<file path="src/adcc_map.svh">
// Purpose: Offsets, field positions, reset values and timing counts of the converter control.
// Assumes: Byte-wide special function registers on an 8-bit address.
// Notes:   Definitions only.
`ifndef ADCC_MAP_SVH
`define ADCC_MAP_SVH

`define ADCC_CTL2_ADDR      8'hD8
`define ADCC_RESLO_ADDR     8'hD9
`define ADCC_RESHI_ADDR     8'hDA
`define ADCC_CTL1_ADDR      8'hEF
`define ADCC_CTL1_RESET     8'h00
`define ADCC_CTL2_RESET     8'h00

`define ADCC_C1_PWR         7
`define ADCC_C1_EXTREF      6
`define ADCC_C1_DIV_HI      5
`define ADCC_C1_DIV_LO      4
`define ADCC_C1_AQ_HI       3
`define ADCC_C1_AQ_LO       2
`define ADCC_C1_TMR         1
`define ADCC_C1_PIN         0

`define ADCC_C2_DONE        7
`define ADCC_C2_DMA         6
`define ADCC_C2_CONT        5
`define ADCC_C2_SINGLE      4
`define ADCC_C2_CS_HI       3
`define ADCC_C2_CS_LO       0

`define ADCC_CONV_CLKS      5'h11
`define ADCC_TEMP_CHANNEL   4'h8

`endif

</file>
<file path="src/adcc_pkg.sv">
// Purpose: Types shared by the converter control modules.
// Assumes: Constants live in adcc_map.svh.
// Notes:   None.
package adcc_pkg;
  typedef enum logic [2:0] {ST_IDLE, ST_CAL, ST_ACQ, ST_CONV, ST_PUSH} adcc_state_e;
  typedef logic [15:0] adcc_word_t;
endpackage

</file>
<file path="src/adcc_word_if.sv">
// Purpose: Valid/ready carrier for tagged result words.
// Assumes: Single clock domain.
// Notes:   Word is channel tag in [15:12] and result in [11:0].
`timescale 1ns/1ps
interface adcc_word_if;
  import adcc_pkg::*;
  logic       valid;
  logic       ready;
  adcc_word_t data;
  modport src (output valid, output data, input ready);
  modport snk (input valid, input data, output ready);
endinterface

</file>
<file path="src/adcc_clkdiv.sv">
// Purpose: Converter clock enable from the master clock.
// Assumes: Division code from control register 1.
// Notes:   The enable is a one-cycle pulse, never a derived clock.
`timescale 1ns/1ps
module adcc_clkdiv (
  // Clock and reset
  input  wire logic       clk_i,
  input  wire logic       arst_n_i,
  // Control
  input  wire logic       run_i,
  input  wire logic [1:0] div_sel_i,
  // Enable
  output logic            tick_o
);
  logic [4:0] cnt_ff;
  logic [4:0] last;

  always_comb begin
    unique case (div_sel_i)
      2'b00: last = 5'h07;
      2'b01: last = 5'h03;
      2'b10: last = 5'h0F;
      2'b11: last = 5'h1F;
    endcase
  end

  // Counter restarts when idle so every conversion sees whole converter clocks.
  always_ff @(posedge clk_i or negedge arst_n_i) begin
    if (!arst_n_i) begin
      cnt_ff <= 5'h00;
    end else if (!run_i || cnt_ff >= last) begin
      cnt_ff <= 5'h00;
    end else begin
      cnt_ff <= cnt_ff + 5'h01;
    end
  end

  assign tick_o = run_i && (cnt_ff >= last);
endmodule // adcc_clkdiv

</file>
<file path="src/adcc_buf2.sv">
// Purpose: Two-entry buffer for result words.
// Assumes: Single clock domain.
// Notes:   Ready is honest: it falls only when both entries hold data.
`timescale 1ns/1ps
module adcc_buf2 (
  // Clock and reset
  input  wire logic clk_i,
  input  wire logic arst_n_i,
  // Streams
  adcc_word_if.snk  in_if,
  adcc_word_if.src  out_if
);
  import adcc_pkg::*;
  adcc_word_t mem_ff [2];
  logic       wr_ptr_ff;
  logic       rd_ptr_ff;
  logic [1:0] count_ff;
  logic       push;
  logic       pop;

  assign in_if.ready  = (count_ff != 2'd2);
  assign out_if.valid = (count_ff != 2'd0);
  assign out_if.data  = mem_ff[rd_ptr_ff];
  assign push = in_if.valid && in_if.ready;
  assign pop  = out_if.valid && out_if.ready;

  always_ff @(posedge clk_i or negedge arst_n_i) begin
    if (!arst_n_i) begin
      mem_ff[0] <= 16'h0000;
      mem_ff[1] <= 16'h0000;
    end else if (push) begin
      mem_ff[wr_ptr_ff] <= in_if.data;
    end
  end

  always_ff @(posedge clk_i or negedge arst_n_i) begin
    if (!arst_n_i) begin
      wr_ptr_ff <= 1'b0;
      rd_ptr_ff <= 1'b0;
      count_ff  <= 2'd0;
    end else begin
      if (push) wr_ptr_ff <= ~wr_ptr_ff;
      if (pop) rd_ptr_ff <= ~rd_ptr_ff;
      count_ff <= count_ff + {1'b0, push} - {1'b0, pop};
    end
  end
endmodule // adcc_buf2

</file>
<file path="src/adcc_top.sv">
// Purpose: Sequencing and register control of an 8-channel 12-bit converter.
// Assumes: Converter result arrives synchronous to MCLK_I; pin trigger is asynchronous.
// Notes:   External memory addressing is outside; it reports the last word of a block.
`timescale 1ns/1ps
`include "adcc_map.svh"

// How it works
// Multiplexer picks one of eight channels
// Result is straight binary, 4096 codes
// Finished result lands in high/low registers
// High register top nibble carries channel
// Control one at EFH, reset 00H
// Bit 7 powers converter up/down
// Bit 6 picks external reference
// Divide master clock 8,4,16,32
// Software keeps converter clock under 4.5MHz
// Conversion lasts 17 converter clocks
// Acquisition lasts 1 to 4 clocks
// Software should choose three acquisition clocks
// Timer overflow starts conversion when enabled
// Low pulse on pin starts conversion
// Pin pulses wider than 100 ns
// Single and continuous modes, any start
// Capture mode streams samples to memory
// Power-up loads factory calibration values
// Temperature input is a ninth channel
// Control two at D8H, bit addressable
// Four-bit field selects converted channel
// Continuous bit restarts after each result
// Single bit self-clears at cycle end
// Done flag set by hardware, vector clears
// Triggers ignored while powered down
module adcc_top
  import adcc_pkg::*;
(
  // Clock and reset
  input  wire logic        MCLK_I,
  input  wire logic        ARST_N_I,
  // Register port
  input  wire logic [7:0]  SFR_ADDR_I,
  input  wire logic        SFR_WR_I,
  input  wire logic [7:0]  SFR_WDATA_I,
  output logic      [7:0]  SFR_RDATA_O,
  input  wire logic        SFR_BIT_WR_I,
  input  wire logic [7:0]  SFR_BIT_ADDR_I,
  input  wire logic        SFR_BIT_VAL_I,
  input  wire logic        INT_ACK_I,
  output logic             CONV_DONE_O,
  // Triggers
  input  wire logic        TIMER2_OVF_I,
  input  wire logic        CONVERT_START_N_I,
  // Analog front end
  output logic             PWR_UP_O,
  output logic             REF_EXT_O,
  output logic [3:0]       MUX_SEL_O,
  output logic             TRACK_O,
  output logic             CONVERT_O,
  output logic             CONV_TICK_O,
  input  wire logic [11:0] ADC_RESULT_I,
  // Calibration
  input  wire logic [15:0] CAL_OFFSET_I,
  input  wire logic [15:0] CAL_GAIN_I,
  output logic [15:0]      CAL_OFFSET_O,
  output logic [15:0]      CAL_GAIN_O,
  output logic             CAL_LOAD_O,
  // Capture stream
  output logic             DMA_VALID_O,
  output logic [15:0]      DMA_DATA_O,
  input  wire logic        DMA_READY_I,
  input  wire logic        DMA_LAST_I
);
  logic [7:0]  ctl1_ff;
  logic [7:0]  ctl2_ff;
  logic [7:0]  nxt_ctl2;
  logic [11:0] result_ff;
  logic [3:0]  tag_ff;
  logic [7:0]  rdata_ff;
  adcc_state_e state_ff;
  logic [4:0]  cnt_ff;
  logic [3:0]  chan_ff;
  logic        dma_run_ff;
  logic [1:0]  pin_sync_ff;
  logic        pin_prev_ff;
  logic        pwr_prev_ff;
  logic [15:0] cal_off_ff;
  logic [15:0] cal_gain_ff;
  logic        cal_load_ff;
  logic        tick;
  logic        pin_fall;
  logic        hw_trig;
  logic        start;
  logic        finish;
  logic        wr_ctl2;
  logic        powered;
  logic [4:0]  acq_last;

  adcc_word_if conv_w ();
  adcc_word_if out_w ();

  // True when a bit write lands on the given bit of control register two.
  function automatic logic bit_hit(input logic [7:0] a, input logic [2:0] idx);
    return (a[7:3] == 5'(`ADCC_CTL2_ADDR >> 3)) && (a[2:0] == idx);
  endfunction

  assign powered  = ctl1_ff[`ADCC_C1_PWR];
  assign wr_ctl2  = SFR_WR_I && (SFR_ADDR_I == `ADCC_CTL2_ADDR);
  assign acq_last = {3'b000, ctl1_ff[`ADCC_C1_AQ_HI:`ADCC_C1_AQ_LO]};

  adcc_clkdiv u_div (
    .clk_i     (MCLK_I),
    .arst_n_i  (ARST_N_I),
    .run_i     (state_ff == ST_ACQ || state_ff == ST_CONV),
    .div_sel_i (ctl1_ff[`ADCC_C1_DIV_HI:`ADCC_C1_DIV_LO]),
    .tick_o    (tick)
  );

  adcc_buf2 u_buf (
    .clk_i    (MCLK_I),
    .arst_n_i (ARST_N_I),
    .in_if    (conv_w.snk),
    .out_if   (out_w.src)
  );

  // Pin is asynchronous; the edge detector only looks at the second stage.
  always_ff @(posedge MCLK_I or negedge ARST_N_I) begin
    if (!ARST_N_I) begin
      pin_sync_ff <= 2'b11;
      pin_prev_ff <= 1'b1;
    end else begin
      pin_sync_ff <= {pin_sync_ff[0], CONVERT_START_N_I};
      pin_prev_ff <= pin_sync_ff[1];
    end
  end

  assign pin_fall = pin_prev_ff && !pin_sync_ff[1];
  assign hw_trig  = (ctl1_ff[`ADCC_C1_TMR] && TIMER2_OVF_I)
                 || (ctl1_ff[`ADCC_C1_PIN] && pin_fall);

  // Starts are dropped rather than queued, so a trigger that lands mid-conversion is lost.
  assign start = powered && (state_ff == ST_IDLE)
              && (hw_trig || ctl2_ff[`ADCC_C2_SINGLE] || ctl2_ff[`ADCC_C2_CONT]
                  || ctl2_ff[`ADCC_C2_DMA]);

  assign finish = (state_ff == ST_PUSH) && conv_w.ready;

  // Control register one.
  always_ff @(posedge MCLK_I or negedge ARST_N_I) begin
    if (!ARST_N_I) begin
      ctl1_ff <= `ADCC_CTL1_RESET;
    end else if (SFR_WR_I && SFR_ADDR_I == `ADCC_CTL1_ADDR) begin
      ctl1_ff <= SFR_WDATA_I;
    end
  end

  // Control register two: byte and bit writes, with hardware set winning over clear.
  always_comb begin
    nxt_ctl2 = ctl2_ff;
    if (wr_ctl2) begin
      nxt_ctl2 = SFR_WDATA_I;
    end
    for (int i = 0; i < 8; i++) begin
      if (SFR_BIT_WR_I && bit_hit(SFR_BIT_ADDR_I, 3'(i))) begin
        nxt_ctl2[i] = SFR_BIT_VAL_I;
      end
    end
    if (INT_ACK_I) begin
      nxt_ctl2[`ADCC_C2_DONE] = 1'b0;
    end
    if (finish && !dma_run_ff && ctl2_ff[`ADCC_C2_SINGLE]) begin
      nxt_ctl2[`ADCC_C2_SINGLE] = 1'b0;
    end
    if (finish && dma_run_ff && DMA_LAST_I) begin
      nxt_ctl2[`ADCC_C2_DMA] = 1'b0;
    end
    if (finish && (!dma_run_ff || DMA_LAST_I)) begin
      nxt_ctl2[`ADCC_C2_DONE] = 1'b1;
    end
  end

  always_ff @(posedge MCLK_I or negedge ARST_N_I) begin
    if (!ARST_N_I) begin
      ctl2_ff <= `ADCC_CTL2_RESET;
    end else begin
      ctl2_ff <= nxt_ctl2;
    end
  end

  // Conversion sequencer.
  always_ff @(posedge MCLK_I or negedge ARST_N_I) begin
    if (!ARST_N_I) begin
      state_ff   <= ST_IDLE;
      cnt_ff     <= 5'h00;
      chan_ff    <= 4'h0;
      dma_run_ff <= 1'b0;
    end else if (!powered) begin
      state_ff <= ST_IDLE;
      cnt_ff   <= 5'h00;
    end else begin
      unique case (state_ff)
        ST_IDLE: begin
          if (cal_load_ff) begin
            state_ff <= ST_CAL;
          end else if (start) begin
            state_ff   <= ST_ACQ;
            cnt_ff     <= 5'h00;
            chan_ff    <= ctl2_ff[`ADCC_C2_CS_HI:`ADCC_C2_CS_LO];
            dma_run_ff <= ctl2_ff[`ADCC_C2_DMA];
          end
        end
        ST_CAL: begin
          state_ff <= ST_IDLE;
        end
        ST_ACQ: begin
          if (tick) begin
            if (cnt_ff == acq_last) begin
              state_ff <= ST_CONV;
              cnt_ff   <= 5'h00;
            end else begin
              cnt_ff <= cnt_ff + 5'h01;
            end
          end
        end
        ST_CONV: begin
          if (tick) begin
            if (cnt_ff == `ADCC_CONV_CLKS - 5'h01) begin
              state_ff <= ST_PUSH;
            end else begin
              cnt_ff <= cnt_ff + 5'h01;
            end
          end
        end
        ST_PUSH: begin
          if (conv_w.ready) begin
            state_ff <= ST_IDLE;
          end
        end
      endcase
    end
  end

  // Result captured as straight binary, tagged with its channel.
  always_ff @(posedge MCLK_I or negedge ARST_N_I) begin
    if (!ARST_N_I) begin
      conv_w.data <= 16'h0000;
    end else if (state_ff == ST_CONV && tick && cnt_ff == `ADCC_CONV_CLKS - 5'h01) begin
      conv_w.data <= {chan_ff, ADC_RESULT_I};
    end
  end

  assign conv_w.valid = (state_ff == ST_PUSH);

  // Capture words go to memory as the sink takes them; others drain at once; every word taken lands in the result registers.
  always_ff @(posedge MCLK_I or negedge ARST_N_I) begin
    if (!ARST_N_I) begin
      result_ff <= 12'h000;
      tag_ff    <= 4'h0;
    end else if (out_w.valid && out_w.ready) begin
      result_ff <= out_w.data[11:0];
      tag_ff    <= out_w.data[15:12];
    end
  end

  // Steered by the latched mode, so words still buffered when a block ends reach memory.
  assign out_w.ready = dma_run_ff ? DMA_READY_I : 1'b1;
  assign DMA_VALID_O = out_w.valid && dma_run_ff;
  assign DMA_DATA_O  = out_w.data;

  // Factory calibration copied whenever the converter is powered up.
  always_ff @(posedge MCLK_I or negedge ARST_N_I) begin
    if (!ARST_N_I) begin
      pwr_prev_ff <= 1'b0;
      cal_load_ff <= 1'b0;
      cal_off_ff  <= 16'h0000;
      cal_gain_ff <= 16'h0000;
    end else begin
      pwr_prev_ff <= powered;
      if (powered && !pwr_prev_ff) begin
        cal_load_ff <= 1'b1;
        cal_off_ff  <= CAL_OFFSET_I;
        cal_gain_ff <= CAL_GAIN_I;
      end else if (state_ff == ST_CAL || !powered) begin
        cal_load_ff <= 1'b0;
      end
    end
  end

  // Read data is registered, so it appears one cycle after the address.
  always_ff @(posedge MCLK_I or negedge ARST_N_I) begin
    if (!ARST_N_I) begin
      rdata_ff <= 8'h00;
    end else begin
      unique case (SFR_ADDR_I)
        `ADCC_CTL1_ADDR:  rdata_ff <= ctl1_ff;
        `ADCC_CTL2_ADDR:  rdata_ff <= ctl2_ff;
        `ADCC_RESLO_ADDR: rdata_ff <= result_ff[7:0];
        `ADCC_RESHI_ADDR: rdata_ff <= {tag_ff, result_ff[11:8]};
        default:          rdata_ff <= 8'h00;
      endcase
    end
  end

  assign SFR_RDATA_O  = rdata_ff;
  assign CONV_DONE_O  = ctl2_ff[`ADCC_C2_DONE];
  assign PWR_UP_O     = powered;
  assign REF_EXT_O    = ctl1_ff[`ADCC_C1_EXTREF];
  assign MUX_SEL_O    = (state_ff == ST_IDLE) ? ctl2_ff[3:0] : chan_ff;
  assign TRACK_O      = (state_ff == ST_ACQ);
  assign CONVERT_O    = (state_ff == ST_CONV);
  assign CONV_TICK_O  = tick;
  assign CAL_OFFSET_O = cal_off_ff;
  assign CAL_GAIN_O   = cal_gain_ff;
  assign CAL_LOAD_O   = (state_ff == ST_CAL);
endmodule // adcc_top

</file>
<file path="config.mk">
export PLATFORM = sky130hd
export DESIGN_NAME = adcc_top
export DESIGN_NICKNAME = d
export VERILOG_FILES = /design/src/adcc_pkg.sv /design/src/adcc_word_if.sv /design/src/adcc_clkdiv.sv /design/src/adcc_buf2.sv /design/src/adcc_top.sv
export VERILOG_INCLUDE_DIRS = /design/src
export SDC_FILE = /design/constraint.sdc
export NUM_CORES = 1
export LEC_CHECK = 0
export ABC_AREA = 1
export ABC_CLOCK_PERIOD_IN_PS = 2300
export BUFFER_PORTS_ARGS = -buffer_cell sky130_fd_sc_hd__buf_2
export CELL_PAD_IN_SITES_DETAIL_PLACEMENT = 1
export CELL_PAD_IN_SITES_GLOBAL_PLACEMENT = 1
export CORE_ASPECT_RATIO = 0.5
export CORE_MARGIN = 4
export CORE_UTILIZATION = 41
export DETAILED_ROUTE_END_ITERATION = 8
export PLACE_DENSITY = 0.77
export SLEW_MARGIN = 20
export SYNTH_ARGS = -nofsm -noshare
export SYNTH_HDL_FRONTEND = slang
export SYNTH_SLANG_ARGS = --single-unit
</file>
<file path="constraint.sdc">
create_clock -name MCLK_I -period 2.3 [get_ports MCLK_I]
set_input_delay 0.115 -clock MCLK_I [delete_from_list [all_inputs] [get_ports MCLK_I]]
set_output_delay 0.115 -clock MCLK_I [all_outputs]
set_load 0.1 [all_outputs]
</file>
# Word level (Yosys, flattened, before mapping)
# Cells that the tools add are included.
[classes] n_addsub=4 n_mul=0 div_mod_pow=0 magnitude_cmp=4 n_eq_ne=32 shift=0 mux=43 bitwise=5 reduce_logical=65
[ops] op="two-way mux 16 bit" count=4
[ops] op="two-way mux 5 bit" count=8
[ops] op="logical AND 1 bit" count=36
[ops] op="bitwise mux 32 bit" count=1
[ops] op="== test 8 bit (second input constant)" count=4
[ops] op="one-hot mux 8 bit (4 select lines)" count=1
[ops] op="two-way mux 3 bit" count=8
[ops] op="one-hot mux 5 bit (4 select lines)" count=1
[ops] op="demux 16 bit (select 1 bit)" count=1
[ops] op="== test 3 bit (second input constant)" count=5
[ops] op="two-way mux 1 bit" count=15
[ops] op="one-hot mux 3 bit (5 select lines)" count=1
[ops] op="one-hot mux 5 bit (3 select lines)" count=1
[ops] op="nonzero test 2 bit" count=7
[ops] op="== test 3 x 2 -> 1 bit (second input constant)" count=4
[ops] op="!= test 3 x 2 -> 1 bit (second input constant)" count=4
[ops] op="!= test 3 bit (second input constant)" count=4
[ops] op="AND reduction 6 bit" count=2
[ops] op="adder 5 x 1 -> 5 bit (second input constant)" count=2
[ops] op="== test 5 bit (second input constant)" count=2
[ops] op="logical OR 1 bit" count=8
[ops] op="two-way mux 8 bit" count=1
[ops] op="== test 3 x 1 -> 1 bit (second input constant)" count=2
[ops] op="zero test 3 bit" count=2
[ops] op="19 further kinds" count=29
[word_totals] register_bits=147 latchBits=0 mem_bits_rw=0 rom_bits=0 in_bits=78 wordCells=182 memories=0

# Longest topological paths before layout
[depth] word_depth=12 mapped_depth=11

# Modules after synthesis
# Synthesis repeated with hierarchy kept, for this count alone.
[hier_totals] hier_cells=758 hier_area_um2=7168.1
[modules_own_cells] module="adcc_top" instances=1 cells_each=492 area_each_um2=4972.3 seq_area_each_um2=2656.3
[modules_own_cells] module="adcc_buf2" instances=1 cells_each=223 area_each_um2=1865.5 seq_area_each_um2=900.9
[modules_own_cells] module="adcc_clkdiv" instances=1 cells_each=43 area_each_um2=330.3 seq_area_each_um2=125.1

# Worst setup path after synthesis
# OpenSTA, ideal clock, no wires.
[synth_timing] kind="reg2out" start="register state_ff[0]" end="output MUX_SEL_O[0]" arrival_ps=2846 required_ps=2185 slack_ps=-661 stages_incl_launch_ff=4 cell_sequence="dfrtp_1 nor2_4 nand2_1 o21ai_0"
[synth_between] elab_chain_len=2
[synth_rtl] element="start, declared" line_no="adcc_top.sv:78" rtl="adcc_state_e state_ff;"
[synth_rtl] element="start signal, assigned" line_no="adcc_top.sv:191" rtl="state_ff <= ST_IDLE;"
[synth_rtl] element="start signal, assigned" line_no="adcc_top.sv:196" rtl="state_ff <= ST_IDLE;"
[synth_rtl] element="start signal, assigned" line_no="adcc_top.sv:202" rtl="state_ff <= ST_CAL;"
[synth_rtl] element="zero test 3 bit" line_no="adcc_top.sv:306" rtl="assign MUX_SEL_O = (state_ff == ST_IDLE) ? ctl2_ff[3:0] : chan_ff;"
[synth_rtl] element="two-way mux 4 bit" line_no="adcc_top.sv:306"
[synth_rtl] element="end, declared" line_no="adcc_top.sv:55" rtl="output logic [3:0] MUX_SEL_O,"
# No other way between the ends.

# Final worst setup path
# Ends and elaborated chain as after synthesis.

==> impl_metrics.toml <==
[run_status]
status = "finished, final reports clean"

[grt]
grt_pass1_wl_mm = 33.5
antenna_found_initial = 0
grt_max_degree = 70
grt_pass1_vias = 6406
grtUsageTotal_pct = 22.9
gr-total-overflow = 0

[yosys]
syn_avg_cell_area_um2 = 9.12
ys_seq_area_share_pct = 55.6
yosysMostFrequentCell = "nand2_1"
synth_edf_count = 0
syn-num-nets = 812
syn_area_mm2 = 0.00662
synth-seq-cells = 147
yosysWarnings = 0
synth_top_area_share_pct = 54.4
synth_flop_cell = "dfrtp_1"
yosys.area.top_type = "dfrtp_1"
ys_async_sr_fraction_pct = 100
netlist_top_cells_area = "dfrtp_1 (54%), nand2_1 (11%), mux2_2 (5.4%)"
ys_types = 38
synthTopCellsByCount = "nand2_1 (201), dfrtp_1 (144), inv_1 (85)"
synthCells = 726

[sta]
max_freq_mhz = 467
drv_slew = 0
final_hold_viol_count = 0
fin_tns_setup_ns = 0
finalSetupViolCount = 0
skew_ns = 0.00960
period_share_pct = 93.1
worst_slew_margin_rel_pct = 47.8
min_period_ns = 2.14
max_slew.worst_pin.slew_ns = 0.778

[cts]
clk_path_buf_depth = 2
insertion_delay_ns = 0.43
clkTransAtPathRegs_ns = 0.06
root_buffer = "clkbuf_16"
cts_buffers = 17
htreeDepth = 4
clock-sinks = 147
cts_tree = "done"

[setup_path]
critPathRequiredTime_ns = 2.18
path_class = "flop to output port"
cp-end-kind = "output port"
crit_fanout = 9
startpoint_type = "flop"
crit_arrival_ns = 2.03

[drt]
ant_nets = 0
drc_errors = 0
vias = 5825
drtPass1Iterations = 5
first_iter_violations = 289
avgRoutedWirePerCell_um = 17.6
routed_wl_mm = 20.2
drt-vias-per-instance = 5.06

[pwr]
leakage_nw = 4.49
ir_drop_mv = 0.514
powerDensity_mw_per_mm2 = 796
total_power_mw = 7.04

[floorplan]
die-height_um = 97.9
ios = 146
die_w_um = 188
core-area_mm2 = 0.0156
row_count = 32
dieArea_mm2 = 0.0184
floorplan.initialDensity_pct = 42.4

[layout]
nets = 1021
fill_cells = 1852
syn2layout_area_growth_pct = 33.5
antennaDiodeCount = 0
drive_above_1_share_pct = 26.5
final_core_util_pct = 56.6

[flow_run]
maxCapViolations = 0

[placement]
place_hpwl_mm = 13.6
io_buffer_count = 145
gp_congestion = 0.821

[min_path]
hold_class = "input port to flop"
cell families after synthesis:
family          count (synthesis)  share of synthesized area (%)
compound gates                115                           10.4
xor+xnor                       10                           1.32
fa+ha+maj                       8                           1.51
buf+inv                       112                           6.88
flops                         147                           55.6
mux                            32                           5.44
simple gates                  302                           18.9
power breakdown:
part           internal, mW  switching (mW)
Sequential             2.72          0.0919
Combinational         0.333           0.871
Clock                  1.86            1.17
Total                  4.91            2.13
metrics by stage:
stage	hold slack (ns)	cell area [um^2]	instances	setup WS (ns)
floorplan	-0.181	6620	726	-0.661
global placement	0.164	7610	1062	0.518
detailed placement	0.167	7610	1062	0.382
CTS	0.0172	8830	1152	0.0838
global route	0.0524	8840	1152	-0.00173
finish	0.0417	8840	1152	0.159
worst paths after layout:
path / startpoint / to / cells past startpoint / slack, ns
max in group asynchronous: ARST_N_I / pin_sync_ff[1] / 3 / 1.27
min reg2reg: pin_sync_ff[0] / pin_sync_ff[1] / 0 / 0.36
min: DMA_READY_I / u_buf.rd_ptr_ff / 3 / 0.04
min in group asynchronous: ARST_N_I / u_buf.mem_ff[13] / 2 / 0.26
max: state_ff[0] / MUX_SEL_O[0] / 4 / 0.16
max reg2reg: ctl1_ff[4] / cnt_ff[0] / 10 / 0.46
worst max-delay path, cell delays in order, from the launching register on:
cell,delay [ns]
dfrtp_1,0.46
nor2_4,0.17
nand2_1,0.24
o21ai_0,0.27
buf_2,0.46
flip-flops by register name (all words and copies together), names as in the netlist, 2 cells and up:
| name | flops |
|---|---|
| CAL_GAIN_O | 16 |
| ctl2_ff | 8 |
| u_buf.count_ff | 2 |
| conv_w.data | 16 |
| u_div.cnt_ff | 5 |
| chan_ff | 4 |
| u_buf.mem_ff | 32 |
| pin_sync_ff | 2 |
| state_ff | 3 |
| tag_ff | 4 |
| cnt_ff | 5 |
| ctl1_ff | 8 |
| CAL_OFFSET_O | 16 |
| SFR_RDATA_O | 8 |
| result_ff | 12 |
cell usage in the layout (no fill, tap or decap), types with 3 or more instances in the layout:
cell | synthesis | routed
a31oi_1 | 3 | 3
inv_6 | 0 | 4
buf_2 | 10 | 143
o21ai_2 | 16 | 16
ha_1 | 8 | 8
xor2_1 | 6 | 6
nand4_1 | 6 | 6
nor3_1 | 4 | 4
xnor2_1 | 4 | 4
clkinv_4 | 0 | 3
o221ai_1 | 3 | 3
o22ai_1 | 6 | 6
nand3_1 | 25 | 24
inv_1 | 85 | 85
nand3b_1 | 4 | 4
dfrtp_1 | 144 | 144
nand2_1 | 201 | 201
dlygate4sd3_1 | 0 | 58
o211ai_1 | 4 | 4
a21oi_1 | 24 | 23
clkbuf_16 | 0 | 17
buf_4 | 0 | 9
buf_12 | 0 | 3
nand3_2 | 2 | 3
nor2_1 | 51 | 51
bufinv_16 | 0 | 4
o21ai_0 | 52 | 52
mux2_2 | 32 | 32
dfstp_2 | 3 | 3
layout make-up:
cell class                      instances  area, um^2  share of cell area (%)
Sequential cell                       147        3680                    41.6
Multi-Input combinational cell        467        2490                    28.2
Timing Repair Buffer                  215        1450                    16.4
Clock buffer                           18         439                    4.97
Inverter                               87         327                    3.69
Tap cell                              204         255                    2.89
Clock inverter                         14         199                    2.25
per-layer routing:
| layer | GRT usage, % | up-vias | wire length, um |
|---|---|---|---|
| li1 | - | 2752 | - |
| met5 | 0 | - | 0 |
| met4 | 8.96 | 0 | 574 |
| met1 | 27.4 | 2903 | 8640 |
| met2 | 40.4 | 131 | 10300 |
| met3 | 5.32 | 39 | 742 |
timing repair:
action	CTS	global route
hold buffers	58	0
buffers inserted	0	0
resized for setup	1	3
hold endpoints to repair	121	0
setup endpoints to repair	1	1
No activity file was read; power rests on OpenSTA's default activity.
